`src/verilog/led_port_cfg.svh`:
```
// Constants of the serial host port: command codes, limits, field positions
`ifndef LED_PORT_CFG_SVH
`define LED_PORT_CFG_SVH

// ****************************************************************
// Command codes
// ****************************************************************
`define CMD_READ_STATUS 8'h70
`define CMD_READ_FRAME 8'h71
`define CMD_READ_LOOP 8'h72
`define CMD_READ_FLAGS 8'h73
`define CMD_READ_OPEN 8'h74
`define CMD_READ_SHORT 8'h75
`define CMD_RAM_WR_DISPLAY 8'h80
`define CMD_RAM_WR_FADE 8'h81
`define CMD_RAM_WR_ONOFF 8'h82
`define CMD_RAM_RD_DISPLAY 8'h88
`define CMD_RAM_RD_FADE 8'h89
`define CMD_RAM_RD_ONOFF 8'h8A

// ****************************************************************
// Address limits and pointer ranges
// ****************************************************************
`define LIMIT_BIN_DISPLAY 8'h08
`define LIMIT_GRAY_DISPLAY 8'h87
`define LIMIT_GRAY_FADE 8'h83
`define LIMIT_GRAY_ONOFF 8'h08
`define STATUS_BYTES 20
`define STATUS_LAST 8'h13
`define DETECT_COLS 9
`define DETECT_LAST 8'h09
`define DETECT_FIRST 8'h01
`define PTR_START 8'h00
`define DUMMY_BYTE 8'h00
`define INVALID_BYTE 8'h00

// ****************************************************************
// Bit counting and byte layout
// ****************************************************************
`define BIT_LAST 3'h7
`define BIT_FIRST 3'h0
`define PAD_BITS 2'h0
`define FLAG_PAD 6'h00
// Idle pin levels {data, clock, select}: clock and select idle high, so no false edge after reset
`define PIN_IDLE 3'h3

`endif

```
`src/verilog/led_port_pkg.sv`:
```
// Types shared by the serial host port and its self-checking bench
package led_port_pkg;

  // ****************************************************************
  // RAM selection and transfer phases
  // ****************************************************************
  typedef enum logic [1:0] {RAM_DISPLAY, RAM_FADE, RAM_ONOFF} ram_sel_e;

  typedef enum {PH_IDLE, PH_CMD, PH_ADDR, PH_WDATA, PH_PARAM, PH_READ, PH_IGNORE} phase_e;

  // ****************************************************************
  // Status and RAM carriers
  // ****************************************************************
  typedef struct packed {
    logic [1:0] run_state;
    logic [3:0] index;
  } movie_state_s;

  typedef struct packed {
    ram_sel_e sel;
    logic [7:0] addr;
    logic [7:0] data;
  } ram_write_s;

endpackage

```
`src/verilog/pin_sampler.sv`:
```
// Three-stage pin sampler with agreement filter and edge pulses
`timescale 1ns/1ps
`default_nettype none
module pin_sampler #(
  parameter int WIDTH = 1,
  parameter logic [WIDTH-1:0] RST_LEVEL = '0
) (
  input wire logic clk_in,
  input wire logic srst_in,
  input wire logic [WIDTH-1:0] pins_in,
  output logic [WIDTH-1:0] level_out,
  output logic [WIDTH-1:0] rise_out,
  output logic [WIDTH-1:0] fall_out
);
  logic [WIDTH-1:0] s1_q, s2_q, s3_q, lvl_q, lvl_d;

  // ****************************************************************
  // Filter: a change counts once stages two and three agree
  // ****************************************************************
  always_comb begin
    for (int i = 0; i < WIDTH; i++) begin
      lvl_d[i] = (s2_q[i] == s3_q[i]) ? s3_q[i] : lvl_q[i];
    end
  end

  // First stage feeds only the second, to keep metastability contained
  always_ff @(posedge clk_in) begin
    if (srst_in) begin
      s1_q <= RST_LEVEL;
      s2_q <= RST_LEVEL;
      s3_q <= RST_LEVEL;
      lvl_q <= RST_LEVEL;
    end else begin
      s1_q <= pins_in;
      s2_q <= s1_q;
      s3_q <= s2_q;
      lvl_q <= lvl_d;
    end
  end

  // Edges are flagged in the cycle the filtered level moves
  assign level_out = lvl_d;
  assign rise_out = lvl_d & ~lvl_q;
  assign fall_out = ~lvl_d & lvl_q;
endmodule
`default_nettype wire

```
`src/verilog/led_serial_port.sv`:
```
// Three-wire serial host port with status read-back for the LED matrix driver
//
// Notes on behaviour
// 71h returns run state and shown page
// 72h returns shown loop index, 1xxx endless
// Loop byte top bits give loop run state
// Undefined command data leaves functions unchanged
// 73h returns column-scan flag and overtemp flag
// Overtemp sets above 150C, clears below 125C
// Chip select low frames every transfer
// Data sampled on rising clock, MSB first
// Every eight bits load one byte
// Chip select fall restarts bit and byte counting
// Data pin drives after read command/address
// Chip select high releases pin, ends read
// Read data changes on falling clock edges
// Single access beyond limit is invalid
// Multi-byte pointer wraps to 00H past limit
// Limits: binary 08h; gray 87h/83h/08h
// Host reads only whole bytes
// Host samples between rising and falling edge
// Status pointer wraps after location 20
// Detection pointer wraps after ninth column
// 70h reads the internal status byte sequence
// 74h returns dummy then open column bytes
// 75h returns dummy then short column bytes
// Chip select high ignores clock and data
// First byte is command, rest parameters
`timescale 1ns/1ps
`default_nettype none
`include "led_port_cfg.svh"
module led_serial_port
  import led_port_pkg::*;
(
  input wire logic clk_in,
  input wire logic srst_in,
  input wire logic chip_select_n_in,
  input wire logic serial_clk_in,
  input wire logic serial_data_io_in,
  output logic serial_data_io_out,
  output logic serial_data_io_oe_out,
  input wire logic gray_mode_in,
  input wire movie_state_s movie_frame_in,
  input wire movie_state_s movie_loop_in,
  input wire logic first_scan_column_in,
  input wire logic temp_above_150_in,
  input wire logic temp_below_125_in,
  input wire logic [`STATUS_BYTES-1:0][7:0] reg_status_in,
  input wire logic [`DETECT_COLS-1:0][7:0] open_detect_in,
  input wire logic [`DETECT_COLS-1:0][7:0] short_detect_in,
  output ram_write_s ram_write_out,
  output logic ram_write_en_out,
  output ram_sel_e ram_read_sel_out,
  output logic [7:0] ram_read_addr_out,
  input wire logic [7:0] ram_read_data_in,
  output logic [7:0] cmd_byte_out,
  output logic cmd_byte_first_out,
  output logic cmd_byte_valid_out,
  output logic overtemp_flag_out
);

  // ****************************************************************
  // Decode helpers
  // ****************************************************************
  function automatic logic ram_supported(input ram_sel_e sel, input logic gray);
    ram_supported = gray || (sel == RAM_DISPLAY);
  endfunction

  function automatic logic [7:0] ram_limit(input ram_sel_e sel, input logic gray);
    ram_limit = `LIMIT_BIN_DISPLAY;
    if (gray) begin
      unique case (sel)
        RAM_FADE: ram_limit = `LIMIT_GRAY_FADE;
        RAM_ONOFF: ram_limit = `LIMIT_GRAY_ONOFF;
        default: ram_limit = `LIMIT_GRAY_DISPLAY;
      endcase
    end
  endfunction

  function automatic logic [7:0] wrap_ptr(input logic [7:0] ptr, input logic [7:0] last,
                                          input logic [7:0] first);
    wrap_ptr = (ptr >= last) ? first : ptr + 8'h01;
  endfunction

  function automatic logic [7:0] movie_byte(input movie_state_s st);
    movie_byte = {st.run_state, `PAD_BITS, st.index};
  endfunction

  // ****************************************************************
  // Pin sampling
  // ****************************************************************
  logic [2:0] pins_lvl, pins_rise, pins_fall;
  logic cs_n_lvl, cs_fall, sck_rise, sck_fall, sdi_lvl;

  pin_sampler #(.WIDTH(3), .RST_LEVEL(`PIN_IDLE)) u_pins (
    .clk_in(clk_in),
    .srst_in(srst_in),
    .pins_in({serial_data_io_in, serial_clk_in, chip_select_n_in}),
    .level_out(pins_lvl),
    .rise_out(pins_rise),
    .fall_out(pins_fall)
  );

  assign cs_n_lvl = pins_lvl[0];
  assign cs_fall = pins_fall[0];
  assign sck_rise = pins_rise[1];
  assign sck_fall = pins_fall[1];
  assign sdi_lvl = pins_lvl[2];

  // ****************************************************************
  // Frame state
  // ****************************************************************
  phase_e phase_q, phase_d;
  logic [7:0] rx_shift_q, rx_shift_d, cmd_q, cmd_d, ptr_q, ptr_d;
  logic [7:0] tx_shift_q, tx_shift_d, cmd_out_q, cmd_out_d;
  logic [2:0] rx_cnt_q, rx_cnt_d, tx_cnt_q, tx_cnt_d;
  logic bad_q, bad_d, oe_q, oe_d, dout_q, dout_d, ovt_q, ovt_d, caf_q, caf_d;
  logic cmd_valid_q, cmd_valid_d, cmd_first_q, cmd_first_d;
  logic wr_en_q, wr_en_d;
  ram_write_s wr_q, wr_d;
  ram_sel_e sel_q, sel_d;
  logic is_ram_read_q, is_ram_read_d;
  logic byte_done;
  logic [7:0] rx_byte, rd_byte, rd_next;
  logic [3:0] col;

  assign rx_byte = {rx_shift_q[6:0], sdi_lvl};
  assign byte_done = sck_rise && (rx_cnt_q == `BIT_LAST);
  assign col = ptr_q[3:0] - 4'h1;

  // Byte to send at the pointer and the pointer after it
  always_comb begin
    rd_byte = `DUMMY_BYTE;
    rd_next = ptr_q;
    unique case (cmd_q)
      `CMD_READ_STATUS: begin
        rd_byte = reg_status_in[ptr_q[4:0]];
        rd_next = wrap_ptr(ptr_q, `STATUS_LAST, `PTR_START);
      end
      `CMD_READ_FRAME: rd_byte = movie_byte(movie_frame_in);
      `CMD_READ_LOOP: rd_byte = movie_byte(movie_loop_in);
      `CMD_READ_FLAGS: rd_byte = {caf_q, `FLAG_PAD, ovt_q};
      `CMD_READ_OPEN, `CMD_READ_SHORT: begin
        if (ptr_q != `PTR_START) begin
          rd_byte = (cmd_q == `CMD_READ_OPEN) ? open_detect_in[col] : short_detect_in[col];
        end
        rd_next = wrap_ptr(ptr_q, `DETECT_LAST, `DETECT_FIRST);
      end
      default: begin
        if (is_ram_read_q) begin
          rd_byte = bad_q ? `INVALID_BYTE : ram_read_data_in;
          rd_next = wrap_ptr(ptr_q, ram_limit(sel_q, gray_mode_in), `PTR_START);
        end
      end
    endcase
  end

  // Next-state logic of the whole frame
  always_comb begin
    phase_d = phase_q;
    rx_shift_d = rx_shift_q;
    rx_cnt_d = rx_cnt_q;
    cmd_d = cmd_q;
    ptr_d = ptr_q;
    bad_d = bad_q;
    oe_d = oe_q;
    dout_d = dout_q;
    tx_shift_d = tx_shift_q;
    tx_cnt_d = tx_cnt_q;
    sel_d = sel_q;
    is_ram_read_d = is_ram_read_q;
    cmd_out_d = cmd_out_q;
    cmd_first_d = cmd_first_q;
    cmd_valid_d = 1'b0;
    wr_en_d = 1'b0;
    wr_d = wr_q;
    if (cs_n_lvl) begin
      // Deselected: pin released, clock and data ignored
      phase_d = PH_IDLE;
      oe_d = 1'b0;
      rx_cnt_d = `BIT_FIRST;
      tx_cnt_d = `BIT_FIRST;
    end else if (cs_fall || phase_q == PH_IDLE) begin
      phase_d = PH_CMD;
      rx_cnt_d = `BIT_FIRST;
      tx_cnt_d = `BIT_FIRST;
    end else if (phase_q == PH_READ) begin
      if (sck_fall) begin
        // New bit only on falling edges; a byte loads at its first bit
        if (tx_cnt_q == `BIT_FIRST) begin
          dout_d = rd_byte[7];
          tx_shift_d = {rd_byte[6:0], 1'b0};
          tx_cnt_d = `BIT_LAST;
          ptr_d = rd_next;
        end else begin
          dout_d = tx_shift_q[7];
          tx_shift_d = {tx_shift_q[6:0], 1'b0};
          tx_cnt_d = tx_cnt_q - 3'h1;
        end
      end
    end else if (sck_rise && phase_q != PH_IGNORE) begin
      rx_shift_d = rx_byte;
      rx_cnt_d = rx_cnt_q + 3'h1;
      if (byte_done) begin
        unique case (phase_q)
          PH_CMD: begin
            // First byte of a frame is the command
            cmd_d = rx_byte;
            ptr_d = `PTR_START;
            is_ram_read_d = 1'b0;
            unique case (rx_byte)
              `CMD_READ_STATUS, `CMD_READ_FRAME, `CMD_READ_LOOP, `CMD_READ_FLAGS,
              `CMD_READ_OPEN, `CMD_READ_SHORT: begin
                phase_d = PH_READ;
                oe_d = 1'b1;
              end
              `CMD_RAM_WR_DISPLAY, `CMD_RAM_WR_FADE, `CMD_RAM_WR_ONOFF,
              `CMD_RAM_RD_DISPLAY, `CMD_RAM_RD_FADE, `CMD_RAM_RD_ONOFF: begin
                sel_d = ram_sel_e'(rx_byte[1:0]);
                is_ram_read_d = rx_byte[3];
                // No fade or on/off memory in binary mode
                phase_d = ram_supported(ram_sel_e'(rx_byte[1:0]), gray_mode_in) ?
                          PH_ADDR : PH_IGNORE;
              end
              default: begin
                if (rx_byte < `CMD_READ_STATUS) begin
                  phase_d = PH_PARAM;
                  cmd_valid_d = 1'b1;
                  cmd_first_d = 1'b1;
                  cmd_out_d = rx_byte;
                end else begin
                  phase_d = PH_IGNORE;
                end
              end
            endcase
          end
          PH_ADDR: begin
            ptr_d = rx_byte;
            bad_d = rx_byte > ram_limit(sel_q, gray_mode_in);
            if (is_ram_read_q) begin
              phase_d = PH_READ;
              oe_d = 1'b1;
            end else begin
              phase_d = PH_WDATA;
            end
          end
          PH_WDATA: begin
            if (!bad_q) begin
              wr_en_d = 1'b1;
              wr_d = '{sel: sel_q, addr: ptr_q, data: rx_byte};
              ptr_d = wrap_ptr(ptr_q, ram_limit(sel_q, gray_mode_in), `PTR_START);
            end
          end
          default: begin
            cmd_valid_d = 1'b1;
            cmd_first_d = 1'b0;
            cmd_out_d = rx_byte;
          end
        endcase
      end
    end
  end

  always_ff @(posedge clk_in) begin
    if (srst_in) begin
      phase_q <= PH_IDLE;
      rx_shift_q <= 8'h00;
      rx_cnt_q <= `BIT_FIRST;
      cmd_q <= 8'h00;
      ptr_q <= `PTR_START;
      bad_q <= 1'b0;
      oe_q <= 1'b0;
      dout_q <= 1'b0;
      tx_shift_q <= 8'h00;
      tx_cnt_q <= `BIT_FIRST;
      sel_q <= RAM_DISPLAY;
      is_ram_read_q <= 1'b0;
      cmd_out_q <= 8'h00;
      cmd_first_q <= 1'b0;
      cmd_valid_q <= 1'b0;
      wr_en_q <= 1'b0;
      wr_q <= '{sel: RAM_DISPLAY, addr: 8'h00, data: 8'h00};
    end else begin
      phase_q <= phase_d;
      rx_shift_q <= rx_shift_d;
      rx_cnt_q <= rx_cnt_d;
      cmd_q <= cmd_d;
      ptr_q <= ptr_d;
      bad_q <= bad_d;
      oe_q <= oe_d;
      dout_q <= dout_d;
      tx_shift_q <= tx_shift_d;
      tx_cnt_q <= tx_cnt_d;
      sel_q <= sel_d;
      is_ram_read_q <= is_ram_read_d;
      cmd_out_q <= cmd_out_d;
      cmd_first_q <= cmd_first_d;
      cmd_valid_q <= cmd_valid_d;
      wr_en_q <= wr_en_d;
      wr_q <= wr_d;
    end
  end

  // ****************************************************************
  // Function flags
  // ****************************************************************

  // Hysteresis between the two comparators; the set wins a tie
  always_comb begin
    ovt_d = ovt_q;
    if (temp_above_150_in) begin
      ovt_d = 1'b1;
    end else if (temp_below_125_in) begin
      ovt_d = 1'b0;
    end
    caf_d = first_scan_column_in;
  end

  always_ff @(posedge clk_in) begin
    if (srst_in) begin
      ovt_q <= 1'b0;
      caf_q <= 1'b0;
    end else begin
      ovt_q <= ovt_d;
      caf_q <= caf_d;
    end
  end

  // Outputs straight from flops
  assign serial_data_io_out = dout_q;
  assign serial_data_io_oe_out = oe_q;
  assign ram_write_out = wr_q;
  assign ram_write_en_out = wr_en_q;
  assign ram_read_sel_out = sel_q;
  assign ram_read_addr_out = ptr_q;
  assign cmd_byte_out = cmd_out_q;
  assign cmd_byte_first_out = cmd_first_q;
  assign cmd_byte_valid_out = cmd_valid_q;
  assign overtemp_flag_out = ovt_q;
endmodule
`default_nettype wire

```
`config.mk`:
```
export PLATFORM = sky130hd
export DESIGN_NAME = led_serial_port
export DESIGN_NICKNAME = d
export VERILOG_FILES = /design/src/verilog/led_port_pkg.sv /design/src/verilog/pin_sampler.sv /design/src/verilog/led_serial_port.sv
export VERILOG_INCLUDE_DIRS = /design/src /design/src/verilog
export SDC_FILE = /design/constraint.sdc
export NUM_CORES = 1
export LEC_CHECK = 0
export ABC_AREA = 1
export BUFFER_PORTS_ARGS = -buffer_cell sky130_fd_sc_hd__buf_2
export CORE_MARGIN = 10
export CORE_UTILIZATION = 43
export DETAILED_ROUTE_END_ITERATION = 8
export PLACE_DENSITY = 0.85
export RECOVER_POWER = 25
export SYNTH_ARGS = -nofsm -noshare
export SYNTH_HDL_FRONTEND = slang
export SYNTH_SLANG_ARGS = --single-unit
export TNS_END_PERCENT = 10
```
`constraint.sdc`:
```
create_clock -name clk_in -period 2.59 [get_ports clk_in]
set_input_delay 0.1295 -clock clk_in [delete_from_list [all_inputs] [get_ports clk_in]]
set_output_delay 0.1295 -clock clk_in [all_outputs]
set_load 0.02 [all_outputs]
```
==> impl_metrics.py <==
metrics = {
    "outcome": {
        "status": "finished clean",
    },
    "global_routing": {
        "grt_max_degree": 159,
        "groute.usage.overall_pct": 28.42,
        "wire_length_of_the_first_global_routing_pass_mm": 54.86,
        "grt_overflow_total": 0,
        "antenna_violations_before_repair": 13,
        "first_global_vias": 9967,
    },
    "cells_and_area": {
        "post_route_cells_drive_above_1_share_pct": 24.63,
        "fillCellCount": 1891,
        "multiInputGateArea_um2": 5204,
        "total_area_of_sequential_cells_um2": 1767,
        "utilization_pct": 56.48,
        "area.growth.synth_to_final_pct": 28.71,
        "nets": 2113,
    },
    "drt": {
        "detail_route.vias_per_cell": 5.323,
        "detail_route.wl_per_cell_um": 18.52,
        "detailedRoute.firstIterationViolations": 972,
        "detailroute.via_count": 10670,
        "detail_route.first_pass.iterations": 5,
        "ant_nets": 0,
        "wl_mm": 37.11,
        "drc": 0,
    },
    "timing": {
        "clock_tree_skew_after_final_layout_ps": 7.983,
        "finalMaxSlewViolations": 0,
        "setup_viol_count_final": 0,
        "grt_setup_unrepaired": "no",
        "finalHoldViolCount": 0,
        "max_clock_freq_mhz": 416.9,
        "min_period_ps": 2399,
        "finalSetupTns_ps": 0,
        "max-slew-margin-rel_pct": 6.307,
        "worst_pin_slew_ps": 1405,
        "min_period_over_period_pct": 92.62,
    },
    "power": {
        "power.static_leakage_nw": 5.375,
        "power_density_nw_per_um2": 303.8,
        "p_comb_share_pct": 15.3,
        "p_clk_share_pct": 40.7,
        "ir_drop_uv": 455.7,
        "switching_share_pct": 25.08,
        "intPower_mw": 2.317,
        "power.net_switching_mw": 0.7757,
        "power.sequential.fraction_pct": 44.1,
    },
    "setup_path": {
        "r2r-end": "tx_shift_q[5]",
        "required_ps": 2860,
        "start_kind": "register",
        "worst_r2r_path_depth": 11,
        "crit_type": "reg -> reg",
        "r2r-start": "ram_read_addr_out[1]",
        "worstPathMaxFanout": 12,
        "worstSetupEndpointType": "register",
        "timing.critical_path.arrival_ps": 2670,
        "regToRegSetupSlack_ps": 190,
    },
    "logic_synthesis": {
        "synth_seq_area_share_pct": 22.27,
        "synth.cell_area_um2": 7910,
        "synth_most_common_cell": "sky130_fd_sc_hd__nand2_1",
        "synth_common_cells": "sky130_fd_sc_hd__nand2_1 (470), sky130_fd_sc_hd__nor2_1 (171), sky130_fd_sc_hd__nand3_1 (167)",
        "ys.warnings.count": 0,
        "synth.area.top_cells": "sky130_fd_sc_hd__nand2_1 (22%), sky130_fd_sc_hd__dfxtp_1 (22%), sky130_fd_sc_hd__nand3_1 (11%)",
        "netlist.top_cell.by_area": "sky130_fd_sc_hd__nand2_1",
        "synth.net_count": 1782,
        "async_set_reset_flop_share_out_of_synthesis_pct": 0,
        "synthDominantCellAreaShare_pct": 22.30,
        "ffs_latches_synth": 88,
        "average_footprint_of_a_synthesized_cell_um2": 5.532,
        "synthFlopType": "sky130_fd_sc_hd__dfxtp_1",
        "synth_cell_type_count": 42,
        "synth-edff-count": 0,
        "postSynthCellCount": 1430,
    },
    "placed_design": {
        "hpwlAfterDp_mm": 29.58,
        "gp_congestion": 0.9851,
        "numPortBuffers": 374,
    },
    "clock_tree": {
        "cts_root_buffer": "sky130_fd_sc_hd__clkbuf_16",
        "tritoncts.num_buffers": 9,
        "cts_htree_levels": 3,
        "cts.clk_slew.worst_paths_ps": 60,
        "tritoncts": "built",
        "clock_latency_ps": 350,
        "post_cts.repair.setup_buffers": 0,
        "clk_path_buf_depth": 2,
        "clkSinkCount": 88,
    },
    "run": {
        "drv.max_cap_violation_count": 0,
    },
    "floorplanning": {
        "core-area_um2": 18020,
        "die_h_um": 155.6,
        "floorplan.initialDensity_pct": 43.88,
        "top_ports": 375,
        "floorplan.die_area_um2": 24220,
        "die_width_um": 155.6,
        "placementRows": 49,
    },
    "min_path": {
        "hp-class": "in -> reg",
        "hold-path-endpoint": "overtemp_flag_out",
        "timing.hold.worst.start": "temp_above_150_in",
        "holdPathStages": 3,
    },
}
cells in the final DEF (no fill, tap or decap), types with 8 or more instances in the layout:
master and n:
sky130_fd_sc_hd__a21oi_1 58, sky130_fd_sc_hd__o21ai_0 100, sky130_fd_sc_hd__ha_1 19, sky130_fd_sc_hd__nand4_1 16, sky130_fd_sc_hd__nor2_1 171, sky130_fd_sc_hd__buf_4 14
sky130_fd_sc_hd__dfxtp_1 86, sky130_fd_sc_hd__nor3_1 8, sky130_fd_sc_hd__o21ai_1 10, sky130_fd_sc_hd__inv_1 136, sky130_fd_sc_hd__o22ai_1 12, sky130_fd_sc_hd__a211oi_1 21
sky130_fd_sc_hd__diode_2 9, sky130_fd_sc_hd__clkbuf_16 9, sky130_fd_sc_hd__nand3_1 166, sky130_fd_sc_hd__nand2_1 470, sky130_fd_sc_hd__buf_2 354, sky130_fd_sc_hd__clkbuf_1 22
sky130_fd_sc_hd__inv_2 15, sky130_fd_sc_hd__nor2_2 9
flip-flops by register name, indices dropped and copies added (netlist names), 3 cells and up:
signal	flops
tx_shift_q	7
ram_read_addr_out	8
rx_cnt_q	3
u_pins.s1_q	3
cmd_byte_out	8
cmd_q	8
u_pins.s2_q	3
phase_q	3
ram_write_out	18
u_pins.s3_q	3
rx_shift_q	7
u_pins.lvl_q	3
tx_cnt_q	3
cell type report:
cell class                      instances  share of cell area [%]
Multi-Input combinational cell       1113                   51.11
Timing Repair Buffer                  395                   20.01
Sequential cell                        88                   17.35
Inverter                              154                   5.702
Tap cell                              229                   2.814
Clock buffer                           12                   2.519
Clock inverter                          4                  0.2704
Antenna cell                            9                  0.2212
kinds of logic after synthesis:
kind of cell,count (synthesis),synth area share (%)
XOR/XNOR,8,0.9808
adder cells (fa/ha/maj),19,3.005
buffers and inverters,229,12.01
flip-flops,88,22.27
AO/OA/AOI/OAI,221,15.61
AND/OR/NAND/NOR,865,46.12
worst max-delay path, cell delays in order (launching register included):
cell,delay (ps)
sky130_fd_sc_hd__dfxtp_2,340
sky130_fd_sc_hd__clkinv_1,140
sky130_fd_sc_hd__ha_1,280
sky130_fd_sc_hd__xor2_1,800
sky130_fd_sc_hd__nand3_1,160
sky130_fd_sc_hd__nand3_1,140
sky130_fd_sc_hd__nand2_1,60
sky130_fd_sc_hd__nand2_1,60
sky130_fd_sc_hd__nand3_1,100
sky130_fd_sc_hd__nand3_1,100
sky130_fd_sc_hd__nand2_1,50
sky130_fd_sc_hd__a21oi_1,120
stage by stage:
stage | std cells | hold slack (ps) | instance area (µm²) | setup WS [ps] | power (mW)
CTS | 1995 | 4.895 | 10180 | 223.8 | 3.107
global placement | 1976 | 315.7 | 9864 | 336.8 | 1.850
finish | 2004 | 4.727 | 10180 | 191.2 | 3.093
detailed placement | 1976 | 315.2 | 9864 | 256.9 | 1.854
global route | 2000 | 20.63 | 10170 | 3.209 | 3.225
floorplan | 1430 | 233.3 | 7911 | 9.120 | 1.553
layer usage:
metal / up-vias / GRT usage [%] / share of wire [%]
li1: 5269 / - / -
met1: 4729 / 32.94 / 38
met2: 585 / 47.39 / 47
met3: 75 / 11.14 / 12
met4: 10 / 8.289 / 2.6
met5: - / 0 / 0.19
how the worst max path moves through the flow:
stage,to,from,cells after the start
floorplan,tx_shift_q[4],ram_read_addr_out[0],17
detailed placement,tx_shift_q[5],ram_read_addr_out[1],13
finish,tx_shift_q[5],ram_read_addr_out[1],11
CTS,tx_shift_q[6],ram_read_addr_out[1],13
global route,tx_shift_q[6],ram_read_addr_out[1],11
global placement,tx_shift_q[2],ram_read_addr_out[1],13
power by group through the flow:
stage,logic (mW),clock network (mW),registers [mW]
2_1_floorplan,0.157,0,1.40
3_3_place_gp,0.456,0,1.39
3_5_place_dp,0.461,0,1.39
4_1_cts,0.468,1.28,1.36
5_1_grt,0.524,1.34,1.36
6_report,0.472,1.26,1.36
timing repair:
item / CTS / global route
hold endpoints to repair: 3 / 0
gates resized for setup: 0 / 2
endpoints found under the setup margin: 0 / 9
hold buffers: 3 / 0
Power figures use the tool's default switching activity.
